$ cat config.mk
export PLATFORM = sky130hd
export DESIGN_NAME = gew_guest_entry
export DESIGN_NICKNAME = d
export VERILOG_FILES = /design/src/hdl/gew_pkg.sv /design/src/hdl/gew_guest_entry.sv
export VERILOG_INCLUDE_DIRS = /design/src /design/src/hdl
export SDC_FILE = /design/constraint.sdc
export NUM_CORES = 2
export LEC_CHECK = 0
export ABC_AREA = 1
export BUFFER_PORTS_ARGS = -buffer_cell sky130_fd_sc_hd__buf_2
export CORE_MARGIN = 2
export CORE_UTILIZATION = 40
export CTS_BUF_LIST = sky130_fd_sc_hd__clkbuf_8
export CTS_CLUSTER_DIAMETER = 120
export DETAILED_ROUTE_END_ITERATION = 12
export PLACE_DENSITY_LB_ADDON = 0.15
export SYNTH_ARGS = -nofsm -noshare
export SYNTH_HDL_FRONTEND = slang
export SYNTH_SLANG_ARGS = --single-unit
$ cat constraint.sdc
create_clock -name SYS_CLK -period 37.4 [get_ports SYS_CLK]
set_input_delay 1.87 -clock SYS_CLK [delete_from_list [all_inputs] [get_ports SYS_CLK]]
set_output_delay 1.87 -clock SYS_CLK [all_outputs]
set_load 0.005 [all_outputs]
$ cat src/hdl/gew_defines.svh
/*
 Constants of the guest-entry sequencer: register offsets, control-block layout,
 field positions, exit codes and address sizes. Assumes 64-bit memory words and a
 32-bit plain register port.
*/
`ifndef GEW_DEFINES_SVH
`define GEW_DEFINES_SVH
`define GEW_RA_HSAVE_LO 8'h00
`define GEW_RA_HSAVE_HI 8'h04
`define GEW_RA_STATUS 8'h08
`define GEW_RA_CTRL 8'h0C
`define GEW_RA_TAGS 8'h10
`define GEW_TAG_COUNT 32'h0000_0040
`define GEW_HSAVE_N 4'hE
`define GEW_GLOAD_N 5'h1C
`define GEW_PAGE_DIR_POINTER_ENTRY_N 3'h4
`define GEW_GI_CTRL 5'h00
`define GEW_GI_ADDRESS_SPACE_TAG 5'h01
`define GEW_GI_TSC 5'h02
`define GEW_GI_CSATTR 5'h03
`define GEW_GI_CSLIM 5'h04
`define GEW_GI_RIP 5'h06
`define GEW_GI_RFLAGS 5'h07
`define GEW_GI_SSATTR 5'h09
`define GEW_GI_CR0 5'h0E
`define GEW_GI_CR3 5'h10
`define GEW_GI_CR4 5'h11
`define GEW_GI_EXTENDED_FEATURES_REG 5'h12
`define GEW_GI_DR6 5'h18
`define GEW_GI_DR7 5'h19
`define GEW_GI_CPL 5'h1B
`define GEW_CTRL_ENTRY_ICPT 32
`define GEW_CTRL_NESTED 33
`define GEW_CR0_PE 0
`define GEW_CR0_NW 29
`define GEW_CR0_CD 30
`define GEW_CR0_PG 31
`define GEW_CR4_PAE 5
`define GEW_EXTENDED_FEATURES_REG_LME 8
`define GEW_EXTENDED_FEATURES_REG_LMA 10
`define GEW_EXTENDED_FEATURES_REG_VEN 12
`define GEW_FL_VM 17
`define GEW_PAGE_DIR_POINTER_ENTRY_RSVD 64'h0000_0000_0000_01E6
`define GEW_EXIT_INVALID 16'hFFFF
`define GEW_AS_16 2'h0
`define GEW_AS_32 2'h1
`endif

$ cat src/hdl/gew_pkg.sv
/*
 Types of the guest-entry sequencer. Assumes gew_defines.svh for numbers.
*/
package gew_pkg;
  typedef enum logic [2:0] {
    ST_IDLE = 3'h0,
    ST_SAVE = 3'h1,
    ST_LOAD = 3'h2,
    ST_CHECK = 3'h3,
    ST_PAGE_DIR_POINTER_ENTRY = 3'h4,
    ST_GUEST = 3'h5,
    ST_EXIT = 3'h6
  } gew_state_e;
  typedef struct packed {
    logic req;
    logic we;
    logic [63:0] addr;
    logic [63:0] wdata;
  } gew_mem_req_s;
  typedef struct packed {
    logic cs_d;
    logic cs_l;
    logic cs_r;
    logic ss_b;
    logic ss_e;
    logic ss_w;
    logic ss_code;
    logic ss_present;
  } gew_seg_view_s;
endpackage

$ cat src/hdl/gew_guest_entry.sv
/*
 Guest-entry sequencer: checks, host save, guest load, consistency and
 page-directory-pointer checks, guest run and exit bookkeeping.
 Assumes memory and core-side signals share SYS_CLK, a memory that holds
 ACK high for one cycle per request, and HOST_VAL valid for HOST_SEL in-cycle.
*/
// The implementer's own choices: the placing of the registers and the strobed register port.
`timescale 1ns/1ns
`include "gew_defines.svh"
module gew_guest_entry (
  input wire logic SYS_CLK,
  input wire logic RST,
  input wire logic [7:0] ADDR,
  input wire logic [31:0] WDATA,
  input wire logic WR,
  input wire logic RD,
  output logic [31:0] RDATA,
  input wire logic ENTRY_REQ,
  input wire logic [1:0] CUR_CPL,
  input wire logic PROT_MODE,
  input wire logic VIRT_EN,
  input wire logic [1:0] ADDR_SIZE,
  input wire logic [63:0] ACC_REG,
  output logic [3:0] HOST_SEL,
  input wire logic [63:0] HOST_VAL,
  output gew_pkg::gew_mem_req_s MEM_OUT,
  input wire logic MEM_ACK,
  input wire logic [63:0] MEM_RDATA,
  output logic GST_WE,
  output logic [4:0] GST_IDX,
  output logic [63:0] GST_DATA,
  output logic FAULT_GP,
  output logic FAULT_UD,
  output logic [15:0] FAULT_ERR,
  output logic GP_IN_GUEST,
  output logic IN_GUEST,
  output logic GLOBAL_IRQ_GATE_FLAG,
  output logic [1:0] GUEST_CPL,
  output gew_pkg::gew_seg_view_s SEG_VIEW,
  output logic [31:0] INTERCEPT_VEC,
  output logic [31:0] ACTIVE_TAG,
  input wire logic INTERCEPT_HIT,
  input wire logic [15:0] INTERCEPT_CODE,
  output logic HOST_RESUME,
  output logic [15:0] EXIT_CODE,
  input wire logic TSC_RD,
  input wire logic [63:0] TSC_VAL,
  output logic [63:0] TSC_OUT,
  output logic TSC_OUT_VLD
);
  gew_pkg::gew_state_e st_ff;
  gew_pkg::gew_state_e nxt_st;
  logic [63:0] hsave_ff;
  logic [63:0] blk_ff;
  logic [4:0] idx_ff;
  logic [63:0] ctrl_ff, tsc_ff, cr0_ff, cr3_ff, cr4_ff, extended_features_reg_ff;
  logic [63:0] rip_ff, fl_ff, dr6_ff, dr7_ff, cslim_ff;
  logic [11:0] csattr_ff, ssattr_ff;
  logic [1:0] cplf_ff;
  logic page_dir_pointer_entry_bad_ff;
  logic exit_inval_ff;
  logic [63:0] acc_cut;
  logic xfer_done;
  logic last_item;
  logic long64;
  logic pae_legacy;
  logic bad_state;
  logic rip_bad;
  logic sw_gif_clr, sw_gif_set;

  // only the part picked by the address size counts; low 12 bits dropped
  always_comb begin
    case (ADDR_SIZE)
      `GEW_AS_16: acc_cut = {48'h0000_0000_0000, ACC_REG[15:0]};
      `GEW_AS_32: acc_cut = {32'h0000_0000, ACC_REG[31:0]};
      default: acc_cut = ACC_REG;
    endcase
  end

  assign xfer_done = MEM_OUT.req && MEM_ACK;
  assign long64 = extended_features_reg_ff[`GEW_EXTENDED_FEATURES_REG_LMA] && csattr_ff[9];
  assign pae_legacy = cr4_ff[`GEW_CR4_PAE] && cr0_ff[`GEW_CR0_PG] && !extended_features_reg_ff[`GEW_EXTENDED_FEATURES_REG_LME];
  assign rip_bad = long64 ? (rip_ff[63:47] != {17{rip_ff[47]}}) : (rip_ff > cslim_ff);

  always_comb begin
    case (st_ff)
      gew_pkg::ST_SAVE: last_item = idx_ff[3:0] == `GEW_HSAVE_N - 4'h1;
      gew_pkg::ST_LOAD: last_item = idx_ff == `GEW_GLOAD_N - 5'h01;
      default: last_item = idx_ff[2:0] == `GEW_PAGE_DIR_POINTER_ENTRY_N - 3'h1;
    endcase
  end

  // consistency of the loaded guest; an odd instruction pointer is not part of it
  always_comb begin
    bad_state = 1'b0;
    if (!extended_features_reg_ff[`GEW_EXTENDED_FEATURES_REG_VEN]) bad_state = 1'b1;
    if (!cr0_ff[`GEW_CR0_CD] && cr0_ff[`GEW_CR0_NW]) bad_state = 1'b1;
    if (cr0_ff[63:32] != 32'h0000_0000) bad_state = 1'b1;
    if (dr6_ff[63:32] != 32'h0000_0000) bad_state = 1'b1;
    if (dr7_ff[63:32] != 32'h0000_0000) bad_state = 1'b1;
    if (extended_features_reg_ff[`GEW_EXTENDED_FEATURES_REG_LME] && cr0_ff[`GEW_CR0_PG]) begin
      if (!cr4_ff[`GEW_CR4_PAE]) bad_state = 1'b1;
      if (!cr0_ff[`GEW_CR0_PE]) bad_state = 1'b1;
      if (cr4_ff[`GEW_CR4_PAE] && csattr_ff[9] && csattr_ff[10]) bad_state = 1'b1;
    end
    if (!ctrl_ff[`GEW_CTRL_ENTRY_ICPT]) bad_state = 1'b1;
    if (ACTIVE_TAG == 32'h0000_0000) bad_state = 1'b1;
  end

  always_comb begin
    nxt_st = st_ff;
    case (st_ff)
      gew_pkg::ST_IDLE:
        if (ENTRY_REQ && PROT_MODE && VIRT_EN && CUR_CPL == 2'h0) nxt_st = gew_pkg::ST_SAVE;
      gew_pkg::ST_SAVE:
        if (xfer_done && last_item) nxt_st = gew_pkg::ST_LOAD;
      gew_pkg::ST_LOAD:
        if (xfer_done && last_item) nxt_st = gew_pkg::ST_CHECK;
      gew_pkg::ST_CHECK: begin
        if (bad_state) nxt_st = gew_pkg::ST_EXIT;
        else if (pae_legacy && !ctrl_ff[`GEW_CTRL_NESTED]) nxt_st = gew_pkg::ST_PAGE_DIR_POINTER_ENTRY;
        else nxt_st = gew_pkg::ST_GUEST;
      end
      gew_pkg::ST_PAGE_DIR_POINTER_ENTRY:
        if (xfer_done && last_item) begin
          if (page_dir_pointer_entry_bad_ff || (MEM_RDATA[0] && (MEM_RDATA & `GEW_PAGE_DIR_POINTER_ENTRY_RSVD) != 64'h0000_0000_0000_0000))
            nxt_st = gew_pkg::ST_EXIT;
          else
            nxt_st = gew_pkg::ST_GUEST;
        end
      gew_pkg::ST_GUEST:
        if (INTERCEPT_HIT) nxt_st = gew_pkg::ST_EXIT;
      gew_pkg::ST_EXIT: nxt_st = gew_pkg::ST_IDLE;
      default: nxt_st = gew_pkg::ST_IDLE;
    endcase
  end

  always_ff @(posedge SYS_CLK or posedge RST) begin
    if (RST) st_ff <= gew_pkg::ST_IDLE;
    else st_ff <= nxt_st;
  end

  // faults are checked in the idle state only; undefined opcode wins since cpl means nothing outside protected mode
  always_ff @(posedge SYS_CLK or posedge RST) begin
    if (RST) begin
      FAULT_GP <= 1'b0;
      FAULT_UD <= 1'b0;
      FAULT_ERR <= 16'h0000;
    end else begin
      FAULT_UD <= st_ff == gew_pkg::ST_IDLE && ENTRY_REQ && (!PROT_MODE || !VIRT_EN);
      FAULT_GP <= st_ff == gew_pkg::ST_IDLE && ENTRY_REQ && PROT_MODE && VIRT_EN
        && CUR_CPL != 2'h0;
      FAULT_ERR <= 16'h0000;
    end
  end

  // one word per request; request stays up until the memory acks it
  always_ff @(posedge SYS_CLK or posedge RST) begin
    if (RST) begin
      MEM_OUT <= '0;
      idx_ff <= 5'h00;
      blk_ff <= 64'h0000_0000_0000_0000;
      page_dir_pointer_entry_bad_ff <= 1'b0;
    end else begin
      if (st_ff == gew_pkg::ST_IDLE && nxt_st == gew_pkg::ST_SAVE) begin
        blk_ff <= {acc_cut[63:12], 12'h000};
        idx_ff <= 5'h00;
      end
      if (st_ff == gew_pkg::ST_CHECK) begin
        idx_ff <= 5'h00;
        page_dir_pointer_entry_bad_ff <= 1'b0;
      end
      if (xfer_done) begin
        MEM_OUT.req <= 1'b0;
        idx_ff <= last_item ? 5'h00 : idx_ff + 5'h01;
        if (st_ff == gew_pkg::ST_PAGE_DIR_POINTER_ENTRY && MEM_RDATA[0]
            && (MEM_RDATA & `GEW_PAGE_DIR_POINTER_ENTRY_RSVD) != 64'h0000_0000_0000_0000)
          page_dir_pointer_entry_bad_ff <= 1'b1;
      end else if (!MEM_OUT.req) begin
        case (st_ff)
          gew_pkg::ST_SAVE: begin
            // the save list holds no local descriptor table entry
            MEM_OUT.req <= 1'b1;
            MEM_OUT.we <= 1'b1;
            MEM_OUT.addr <= hsave_ff + {57'h0, idx_ff[3:0], 3'h0};
            MEM_OUT.wdata <= HOST_VAL;
          end
          gew_pkg::ST_LOAD: begin
            MEM_OUT.req <= 1'b1;
            MEM_OUT.we <= 1'b0;
            MEM_OUT.addr <= blk_ff + {56'h0, idx_ff, 3'h0};
          end
          gew_pkg::ST_PAGE_DIR_POINTER_ENTRY: begin
            MEM_OUT.req <= 1'b1;
            MEM_OUT.we <= 1'b0;
            MEM_OUT.addr <= {32'h0000_0000, cr3_ff[31:5], 5'h00} + {58'h0, idx_ff[2:0], 3'h0};
          end
          default: MEM_OUT.req <= 1'b0;
        endcase
      end
    end
  end

  assign HOST_SEL = idx_ff[3:0];

  // every loaded word is passed to the core; the few the checks need are kept here
  always_ff @(posedge SYS_CLK or posedge RST) begin
    if (RST) begin
      GST_WE <= 1'b0;
      GST_IDX <= 5'h00;
      GST_DATA <= 64'h0000_0000_0000_0000;
      ctrl_ff <= 64'h0000_0000_0000_0000;
      cr0_ff <= 64'h0000_0000_0000_0000;
      cr3_ff <= 64'h0000_0000_0000_0000;
      cr4_ff <= 64'h0000_0000_0000_0000;
      extended_features_reg_ff <= 64'h0000_0000_0000_0000;
      rip_ff <= 64'h0000_0000_0000_0000;
      fl_ff <= 64'h0000_0000_0000_0000;
      dr6_ff <= 64'h0000_0000_0000_0000;
      dr7_ff <= 64'h0000_0000_0000_0000;
      cslim_ff <= 64'h0000_0000_0000_0000;
      csattr_ff <= 12'h000;
      ssattr_ff <= 12'h000;
      cplf_ff <= 2'h0;
    end else begin
      GST_WE <= st_ff == gew_pkg::ST_LOAD && xfer_done;
      if (st_ff == gew_pkg::ST_LOAD && xfer_done) begin
        GST_IDX <= idx_ff;
        GST_DATA <= MEM_RDATA;
        // paging registers are taken over with no flush request raised
        case (idx_ff)
          `GEW_GI_CTRL: ctrl_ff <= MEM_RDATA;
          `GEW_GI_CSATTR: csattr_ff <= MEM_RDATA[27:16];
          `GEW_GI_CSLIM: cslim_ff <= {32'h0000_0000, MEM_RDATA[31:0]};
          `GEW_GI_RIP: rip_ff <= MEM_RDATA;
          `GEW_GI_RFLAGS: fl_ff <= MEM_RDATA;
          `GEW_GI_SSATTR: ssattr_ff <= MEM_RDATA[27:16];
          `GEW_GI_CR0: cr0_ff <= MEM_RDATA;
          `GEW_GI_CR3: cr3_ff <= MEM_RDATA;
          `GEW_GI_CR4: cr4_ff <= MEM_RDATA;
          `GEW_GI_EXTENDED_FEATURES_REG: extended_features_reg_ff <= MEM_RDATA;
          `GEW_GI_DR6: dr6_ff <= MEM_RDATA;
          `GEW_GI_DR7: dr7_ff <= MEM_RDATA;
          `GEW_GI_CPL: cplf_ff <= MEM_RDATA[1:0];
          default: cplf_ff <= cplf_ff;
        endcase
      end
    end
  end

  // control fields live from the guest load until exit; exit wipes them
  always_ff @(posedge SYS_CLK or posedge RST) begin
    if (RST) begin
      INTERCEPT_VEC <= 32'h0000_0000;
      ACTIVE_TAG <= 32'h0000_0000;
      tsc_ff <= 64'h0000_0000_0000_0000;
    end else if (st_ff == gew_pkg::ST_EXIT) begin
      INTERCEPT_VEC <= 32'h0000_0000;
      ACTIVE_TAG <= 32'h0000_0000;
      tsc_ff <= 64'h0000_0000_0000_0000;
    end else if (st_ff == gew_pkg::ST_LOAD && xfer_done) begin
      if (idx_ff == `GEW_GI_CTRL) INTERCEPT_VEC <= MEM_RDATA[31:0];
      if (idx_ff == `GEW_GI_ADDRESS_SPACE_TAG) ACTIVE_TAG <= MEM_RDATA[31:0];
      if (idx_ff == `GEW_GI_TSC) tsc_ff <= MEM_RDATA;
    end
  end

  // guest timestamp reads see the offset, host reads see zero offset
  always_ff @(posedge SYS_CLK or posedge RST) begin
    if (RST) begin
      TSC_OUT <= 64'h0000_0000_0000_0000;
      TSC_OUT_VLD <= 1'b0;
    end else begin
      TSC_OUT_VLD <= TSC_RD;
      if (TSC_RD) TSC_OUT <= TSC_VAL + tsc_ff;
    end
  end

  // guest view is settled once checks pass
  always_ff @(posedge SYS_CLK or posedge RST) begin
    if (RST) begin
      IN_GUEST <= 1'b0;
      GUEST_CPL <= 2'h0;
      SEG_VIEW <= '0;
      GP_IN_GUEST <= 1'b0;
    end else begin
      GP_IN_GUEST <= 1'b0;
      if (st_ff != gew_pkg::ST_GUEST && nxt_st == gew_pkg::ST_GUEST) begin
        IN_GUEST <= 1'b1;
        GP_IN_GUEST <= rip_bad;
        if (!cr0_ff[`GEW_CR0_PE]) GUEST_CPL <= 2'h0;
        else if (fl_ff[`GEW_FL_VM]) GUEST_CPL <= 2'h3;
        else GUEST_CPL <= cplf_ff;
        // only these attribute bits are looked at
        SEG_VIEW.cs_d <= csattr_ff[10];
        SEG_VIEW.cs_l <= csattr_ff[9];
        SEG_VIEW.cs_r <= csattr_ff[1];
        SEG_VIEW.ss_b <= ssattr_ff[10];
        SEG_VIEW.ss_e <= ssattr_ff[2];
        SEG_VIEW.ss_w <= ssattr_ff[1];
        SEG_VIEW.ss_code <= ssattr_ff[3];
        // clear present marks a null stack, except in 64-bit mode
        SEG_VIEW.ss_present <= long64 | ssattr_ff[7];
      end else if (st_ff == gew_pkg::ST_EXIT) begin
        IN_GUEST <= 1'b0;
        GUEST_CPL <= 2'h0;
      end
    end
  end

  // exit: code and resume pulse; host resumes after the entry instruction
  always_ff @(posedge SYS_CLK or posedge RST) begin
    if (RST) begin
      HOST_RESUME <= 1'b0;
      EXIT_CODE <= 16'h0000;
      exit_inval_ff <= 1'b0;
    end else begin
      HOST_RESUME <= st_ff == gew_pkg::ST_EXIT;
      if (st_ff != gew_pkg::ST_GUEST && nxt_st == gew_pkg::ST_EXIT) exit_inval_ff <= 1'b1;
      else if (st_ff == gew_pkg::ST_GUEST) exit_inval_ff <= 1'b0;
      if (st_ff == gew_pkg::ST_EXIT)
        EXIT_CODE <= exit_inval_ff ? `GEW_EXIT_INVALID : INTERCEPT_CODE;
    end
  end

  assign sw_gif_clr = WR && ADDR == `GEW_RA_CTRL && WDATA[0];
  assign sw_gif_set = WR && ADDR == `GEW_RA_CTRL && WDATA[1];

  // hardware set beats any clear in the same cycle
  always_ff @(posedge SYS_CLK or posedge RST) begin
    if (RST) GLOBAL_IRQ_GATE_FLAG <= 1'b1;
    else if (st_ff != gew_pkg::ST_GUEST && nxt_st == gew_pkg::ST_GUEST) GLOBAL_IRQ_GATE_FLAG <= 1'b1;
    else if (st_ff == gew_pkg::ST_EXIT) GLOBAL_IRQ_GATE_FLAG <= 1'b0;
    else if (sw_gif_clr) GLOBAL_IRQ_GATE_FLAG <= 1'b0;
    else if (sw_gif_set) GLOBAL_IRQ_GATE_FLAG <= 1'b1;
  end

  always_ff @(posedge SYS_CLK or posedge RST) begin
    if (RST) hsave_ff <= 64'h0000_0000_0000_0000;
    else if (WR && ADDR == `GEW_RA_HSAVE_LO) hsave_ff[31:0] <= {WDATA[31:12], 12'h000};
    else if (WR && ADDR == `GEW_RA_HSAVE_HI) hsave_ff[63:32] <= WDATA;
  end

  always_ff @(posedge SYS_CLK or posedge RST) begin
    if (RST) RDATA <= 32'h0000_0000;
    else if (RD) begin
      case (ADDR)
        `GEW_RA_HSAVE_LO: RDATA <= hsave_ff[31:0];
        `GEW_RA_HSAVE_HI: RDATA <= hsave_ff[63:32];
        `GEW_RA_STATUS: RDATA <= {EXIT_CODE, 8'h00, 1'b0, st_ff, 2'h0, IN_GUEST, GLOBAL_IRQ_GATE_FLAG};
        `GEW_RA_TAGS: RDATA <= `GEW_TAG_COUNT;
        default: RDATA <= 32'h0000_0000;
      endcase
    end else RDATA <= 32'h0000_0000;
  end
endmodule

## After elaboration in Yosys (flattened, before gate mapping)

Cells that the tools add are included.

| storage, ports and cells | value |
|---|---|
| register bits after elaboration | 986 |
| input port bits | 326 |
| output and inout port bits | 413 |

| cells by class | value |
|---|---|
| bitwise operators | 4 |
| add/subtract/negate cells | 5 |
| reductions and logical operators | 77 |
| eq/ne operators | 32 |
| order comparisons | 1 |
| muxes and demuxes | 60 |

Operators by type and width:

| cell | number |
|---|---|
| $mux 64 | 4 |
| $mux 32 | 7 |
| $pmux 65 s3 | 1 |
| $mux 130 | 1 |
| $pmux 32 s4 | 1 |
| $pmux 64 s2 | 1 |
| $reduce_bool 32->1 | 3 |
| $add 64x64->64 | 1 |
| $add 64x7->64 | 1 |
| $add 64x8->64 | 1 |
| $gt 64x32->1 | 1 |
| $reduce_bool 64->1 | 1 |
| $reduce_and 2->1 | 17 |
| $add 32x6->33 | 1 |
| $logic_not 32->1 | 1 |
| $eq 5x5->1 const B | 6 |
| $logic_and 1x1->1 | 30 |
| $mux 1 | 27 |
| $mux 5 | 4 |
| $pmux 3 s6 | 1 |
| $eq 8x4->1 const B | 2 |
| $mux 16 | 1 |
| $ne 16x16->1 | 1 |
| $eq 3x3->1 const B | 5 |
| other kinds (28) | 60 |

## Longest topological paths before layout

| depth | value |
|---|---|
| depth after elaboration | 19 |
| gate-level depth with buffers | 17 |
| gate-level depth less buffers | 17 |

## Worst setup path before layout

No wires, ideal clock.

| path | value |
|---|---|
| kind | input-to-reg |
| start point | input TSC_VAL[0] |
| end point | register TSC_OUT[50] |
| library setup time | 0.118 ns |
| stages on the path | 15 |
| path buffers | 0 |
| arrival | 3.487 ns |
| required time | 37.282 ns |
| slack | 33.795 ns |
| cell sequence | ha_1 > inv_1 > fa_1 > inv_1 > nand3_1 > nand2_1 > nand2_1 > nand2_1 > a21oi_1 > o21ai_0 > nand2_1 > nand3_1 > nand2_1 > nand3_1 > nand2_1 |

| between the ends | value |
|---|---|
| cells in the longest elaborated chain, start to end | 1 |

RTL lines:

| what | RTL line | source |
|---|---|---|
| start, declared | gew_guest_entry.sv:47 | `input wire logic [63:0] TSC_VAL,` |
| $add 64x64->64 | gew_guest_entry.sv:275 | `if (TSC_RD) TSC_OUT <= TSC_VAL + tsc_ff;` |
| end signal, assigned | gew_guest_entry.sv:275 |  |
| end, declared | gew_guest_entry.sv:48 | `output logic [63:0] TSC_OUT,` |

Every way passes these cells.
A chain may end at the register's enable or synchronous reset.

==> metrics.md <==
| Metric | Value |
|---|---|
| Status | complete, no violations |
| Final setup violation count | 0 |
| Clock transition at path regs | 0.06 ns |
| Vias | between 30000 and 40000 |
| Critical Path RT | 38.29 ns |
| Cell variety after synth | 52 |
| Worst min path class | flop to flop |
| Slew at the pin with the worst max-slew slack | 1.229 ns |
| Dominant synthesized flop cell | dfrtp_1 |
| CTS hold repair buffers | 0 |
| Fraction of layout cells with a size suffix above 1 | a little under a fifth |
| Post-synth top area share | 53.07% |
| DRC Markers | 0 |
| Die Span Y | 312.4 µm |
| Synthesized flop and latch total | roughly 800 |
| Antenna violations before repair | 20 |
| Main combinational cell family by area after synthesis | simple AND/OR/NAND/NOR gates |
| Yosys warnings | 0 |
| Core area | 94590 µm² |
| Final std cells w/o fill | roughly 7000 |
| GR Util All Layers | a little over a quarter |
| Resize count post-CTS | 0 |
| Final period utilization | 15.69% |
| First DRT Iteration DRCs | 2876 |
| Fraction of the mapped netlist area in adder cells | 3.406% |
| Mux cell area share after synthesis | 0.1776% |
| Cell Pwr Density | just under 70 nW/µm² |
| Synthesized area per cell | ~8.1 µm² |
| Cell Area, Synth | 38050 µm² |
| Vias in the first global route | 32160 |
| Post-synthesis compound-gate area fraction | 12.25% |
| CP startpoint kind | input pin |
| Global-route wire length before repair | 201400 µm |
| NumNets Final | 5846 |
| Max-slew violations | 0 |
| Hold Path Cell Cnt | 2 |
| Worst-path maximum fanout | 119 |
| Worst vdd ir | 0.04200 mV |
| Sequential fraction of the synthesis area | a little over half |
| Biggest area consumer among synthesized cells | dfrtp_1 |
| Clock Latency Late Sink | between 0.8 and 0.9 ns |
| Synth Area in XOR/XNOR | less than 1% |
| Total negative slack | 0 ns |
| Post-DP HPWL | 101900 µm |
| Hold slack | 0.4658 ns |
| Antenna Nets Post-Route | 0 |
| IO buf count | 707 |
| Crit end category | asynchronous set/reset pin |
| CTS Buf Count | 144 |
| H-tree levels | 4 |
| CTS sink cnt | 808 |
| FP Rows | 113 |
| WS Path Type | input pin to asynchronous set/reset pin |
| Root Driver | clkbuf_8 |
| Initial core utilization | approximately 40% |
| Gpl congestion | 0.9508 |
| Drt total wl | 136000 µm |
| Clock Tree Buf Depth | 3 |
| Synth area leaders | dfrtp_1 (53%), nand2_1 (16%), o21ai_0 (8.3%) |
| Vias per Instance | 5.012 |
| RSZ-0062 raised after global routing | no |
| Max cap viols | 0 |
| GRT overflow | 0 |
| Die width | 312.4 µm |
| Final setup margin | 31.53 ns |
| Final Hold Viols | 0 |
| Leakage | 24.02 nW |
| F_max | 170.4 MHz |
| Min cycle time layout | 5.867 ns |
| Post-Place Cells | 6536 |
| Drt first pass iters | 6 |
| Synth async-reset ratio | 100.0% |
| Largest net degree at the start of global routing | 120 |
| Worst r2r path cells | 11 |
| Simple-gate share of the synthesized area | a little under a quarter |
| I/O pin total | 739 |
| Overall power | ~0.0031 W |
| CTS tree | yes |
| DIE AREA | just under 100000 µm² |
| Post-CTS Repair Setup Buffers | 0 |
| Area Growth Syn to Fin | 19.73% |
| CP Data Arrival Time | 6.75 ns |
| Setup Slack @ Placement | 30.44 ns |
| Synthesized instance count | 4718 |
| WL/cell | 19.99 µm |
| EDFF count, synth | 0 |
| Clock skew | 0.02863 ns |
| Max_slew headroom | 17.76% |
==> final timing paths <==
check / start / endpoint / slack [ns]
setup / recovery: RST / EXIT_CODE[0] / 31.53
setup reg to reg: st_ff[1] / SEG_VIEW[1] / 33.73
hold / removal: MEM_OUT[59] / MEM_OUT[59] / 0.47
max in group SYS_CLK: st_ff[1] / SEG_VIEW[1] / 33.73
min in group asynchronous: RST / GST_DATA[48] / 1.20
hold reg to reg: MEM_OUT[59] / MEM_OUT[59] / 0.47
==> sequential cells by signal, summed over array words and instances, names as in the netlist, 8 cells and up <==
signal / count
cr3_ff: 27
blk_ff: 52
cslim_ff: 32
hsave_ff: 52
GST_DATA: 64
INTERCEPT_VEC: 32
TSC_OUT: 64
cr0_ff: 36
tsc_ff: 64
ACTIVE_TAG: 32
MEM_OUT: 127
RDATA: 32
rip_ff: 64
SEG_VIEW: 8
dr7_ff: 32
EXIT_CODE: 16
dr6_ff: 32
==> area by class of cell <==
cell class / instances / area [µm²]
sequential: 808 / 20220
timing repair buffer: 743 / 3809
clock inverter: 76 / 416.7
multi-input combinational: 3290 / 15420
fill: 9693 / 49030
inverter: 430 / 1624
antenna: 16 / 40.04
tap: 1265 / 1583
clock buffer: 178 / 2450
==> metal layers <==
metal	share of wire [%]	GRT usage, %	vias up
met1	45	38.66	16210
met3	6.3	4.778	235
met5	0.022	0	-
met4	3.8	11.48	6
met2	44	41.64	1063
li1	-	-	16600
==> critical path: stages <==
cell and delay [ns]:
buf_2 0.13, inv_8 0.49, buf_4 0.77, buf_4 0.81, buf_4 0.80, buf_4 0.88
buf_4 0.66
==> power by group <==
part	internal, W	switching (W)	total, W
combinational	0.000365	0.000656	0.00102
sequential	0.00110	0.000158	0.00126
clock	0.000443	0.000382	0.000826
total	0.00191	0.00120	0.00310
==> through the flow <==
| step | util [%] | area [µm²] |
|---|---|---|
| 2_1_floorplan | - | 38120 |
| 4_1_cts | 48.12 | 45520 |
| 6_report | 48.17 | 45560 |
| 3_5_place_dp | 45.09 | 42650 |
| 3_3_place_gp | 45.09 | 42650 |
| 5_1_grt | 48.16 | 45550 |
==> Yosys cell counts (2+ instances only) <==
cell,number
a31oi_1,48
xnor2_1,7
a221oi_1,12
nand4_1,47
a21oi_1,135
o21ai_0,631
o21a_1,2
inv_1,425
xor2_1,18
buf_6,2
dfrtp_1,807
nand2_1,1576
buf_4,27
nand4_2,3
nor2_1,379
nor2_4,2
a21o_1,2
nand3b_1,6
and2_1,3
o21bai_1,6
buf_2,26
and3_1,2
mux2_2,6
o22ai_1,3
a21oi_2,2
nand3_1,168
inv_2,5
nor2_2,7
buf_1,13
o32ai_1,2
ha_1,102
nand3_2,3
o21ai_2,8
nor3_1,28
o211ai_1,8
or2_2,12
o31ai_1,3
clkbuf_1,140
a41oi_1,7
o21ai_1,3
nor4_1,18
a21boi_0,4
==> kinds of logic (layout without fill, tap and decap cells) <==
| group | count (synthesis) | after routing |
|---|---|---|
| adder cells (fa/ha/maj) | 103 | 103 |
| multiplexers | 6 | 6 |
| AO/OA/AOI/OAI | 880 | 880 |
| other | 1 | 35 |
| buffers and inverters | 638 | 1427 |
| flip-flops | 808 | 808 |
| AND/OR/NAND/NOR | 2257 | 2257 |
| XOR/XNOR | 25 | 25 |
==> cells in the final DEF, fill, tap and decap left out, types with 12 or more instances in the layout <==
cell,n
nand2_1,1574
dfrtp_1,807
buf_2,707
o21ai_0,631
inv_1,469
nor2_1,377
clkbuf_8,178
nand3_1,168
a21oi_1,135
ha_1,102
nand4_1,47
a31oi_1,47
buf_4,36
nor3_1,28
conb_1,19
xor2_1,18
nor4_1,18
diode_2,16
clkinv_2,14
or2_2,12
a221oi_1,12
Note: power is estimated with default switching activity, not from simulation.
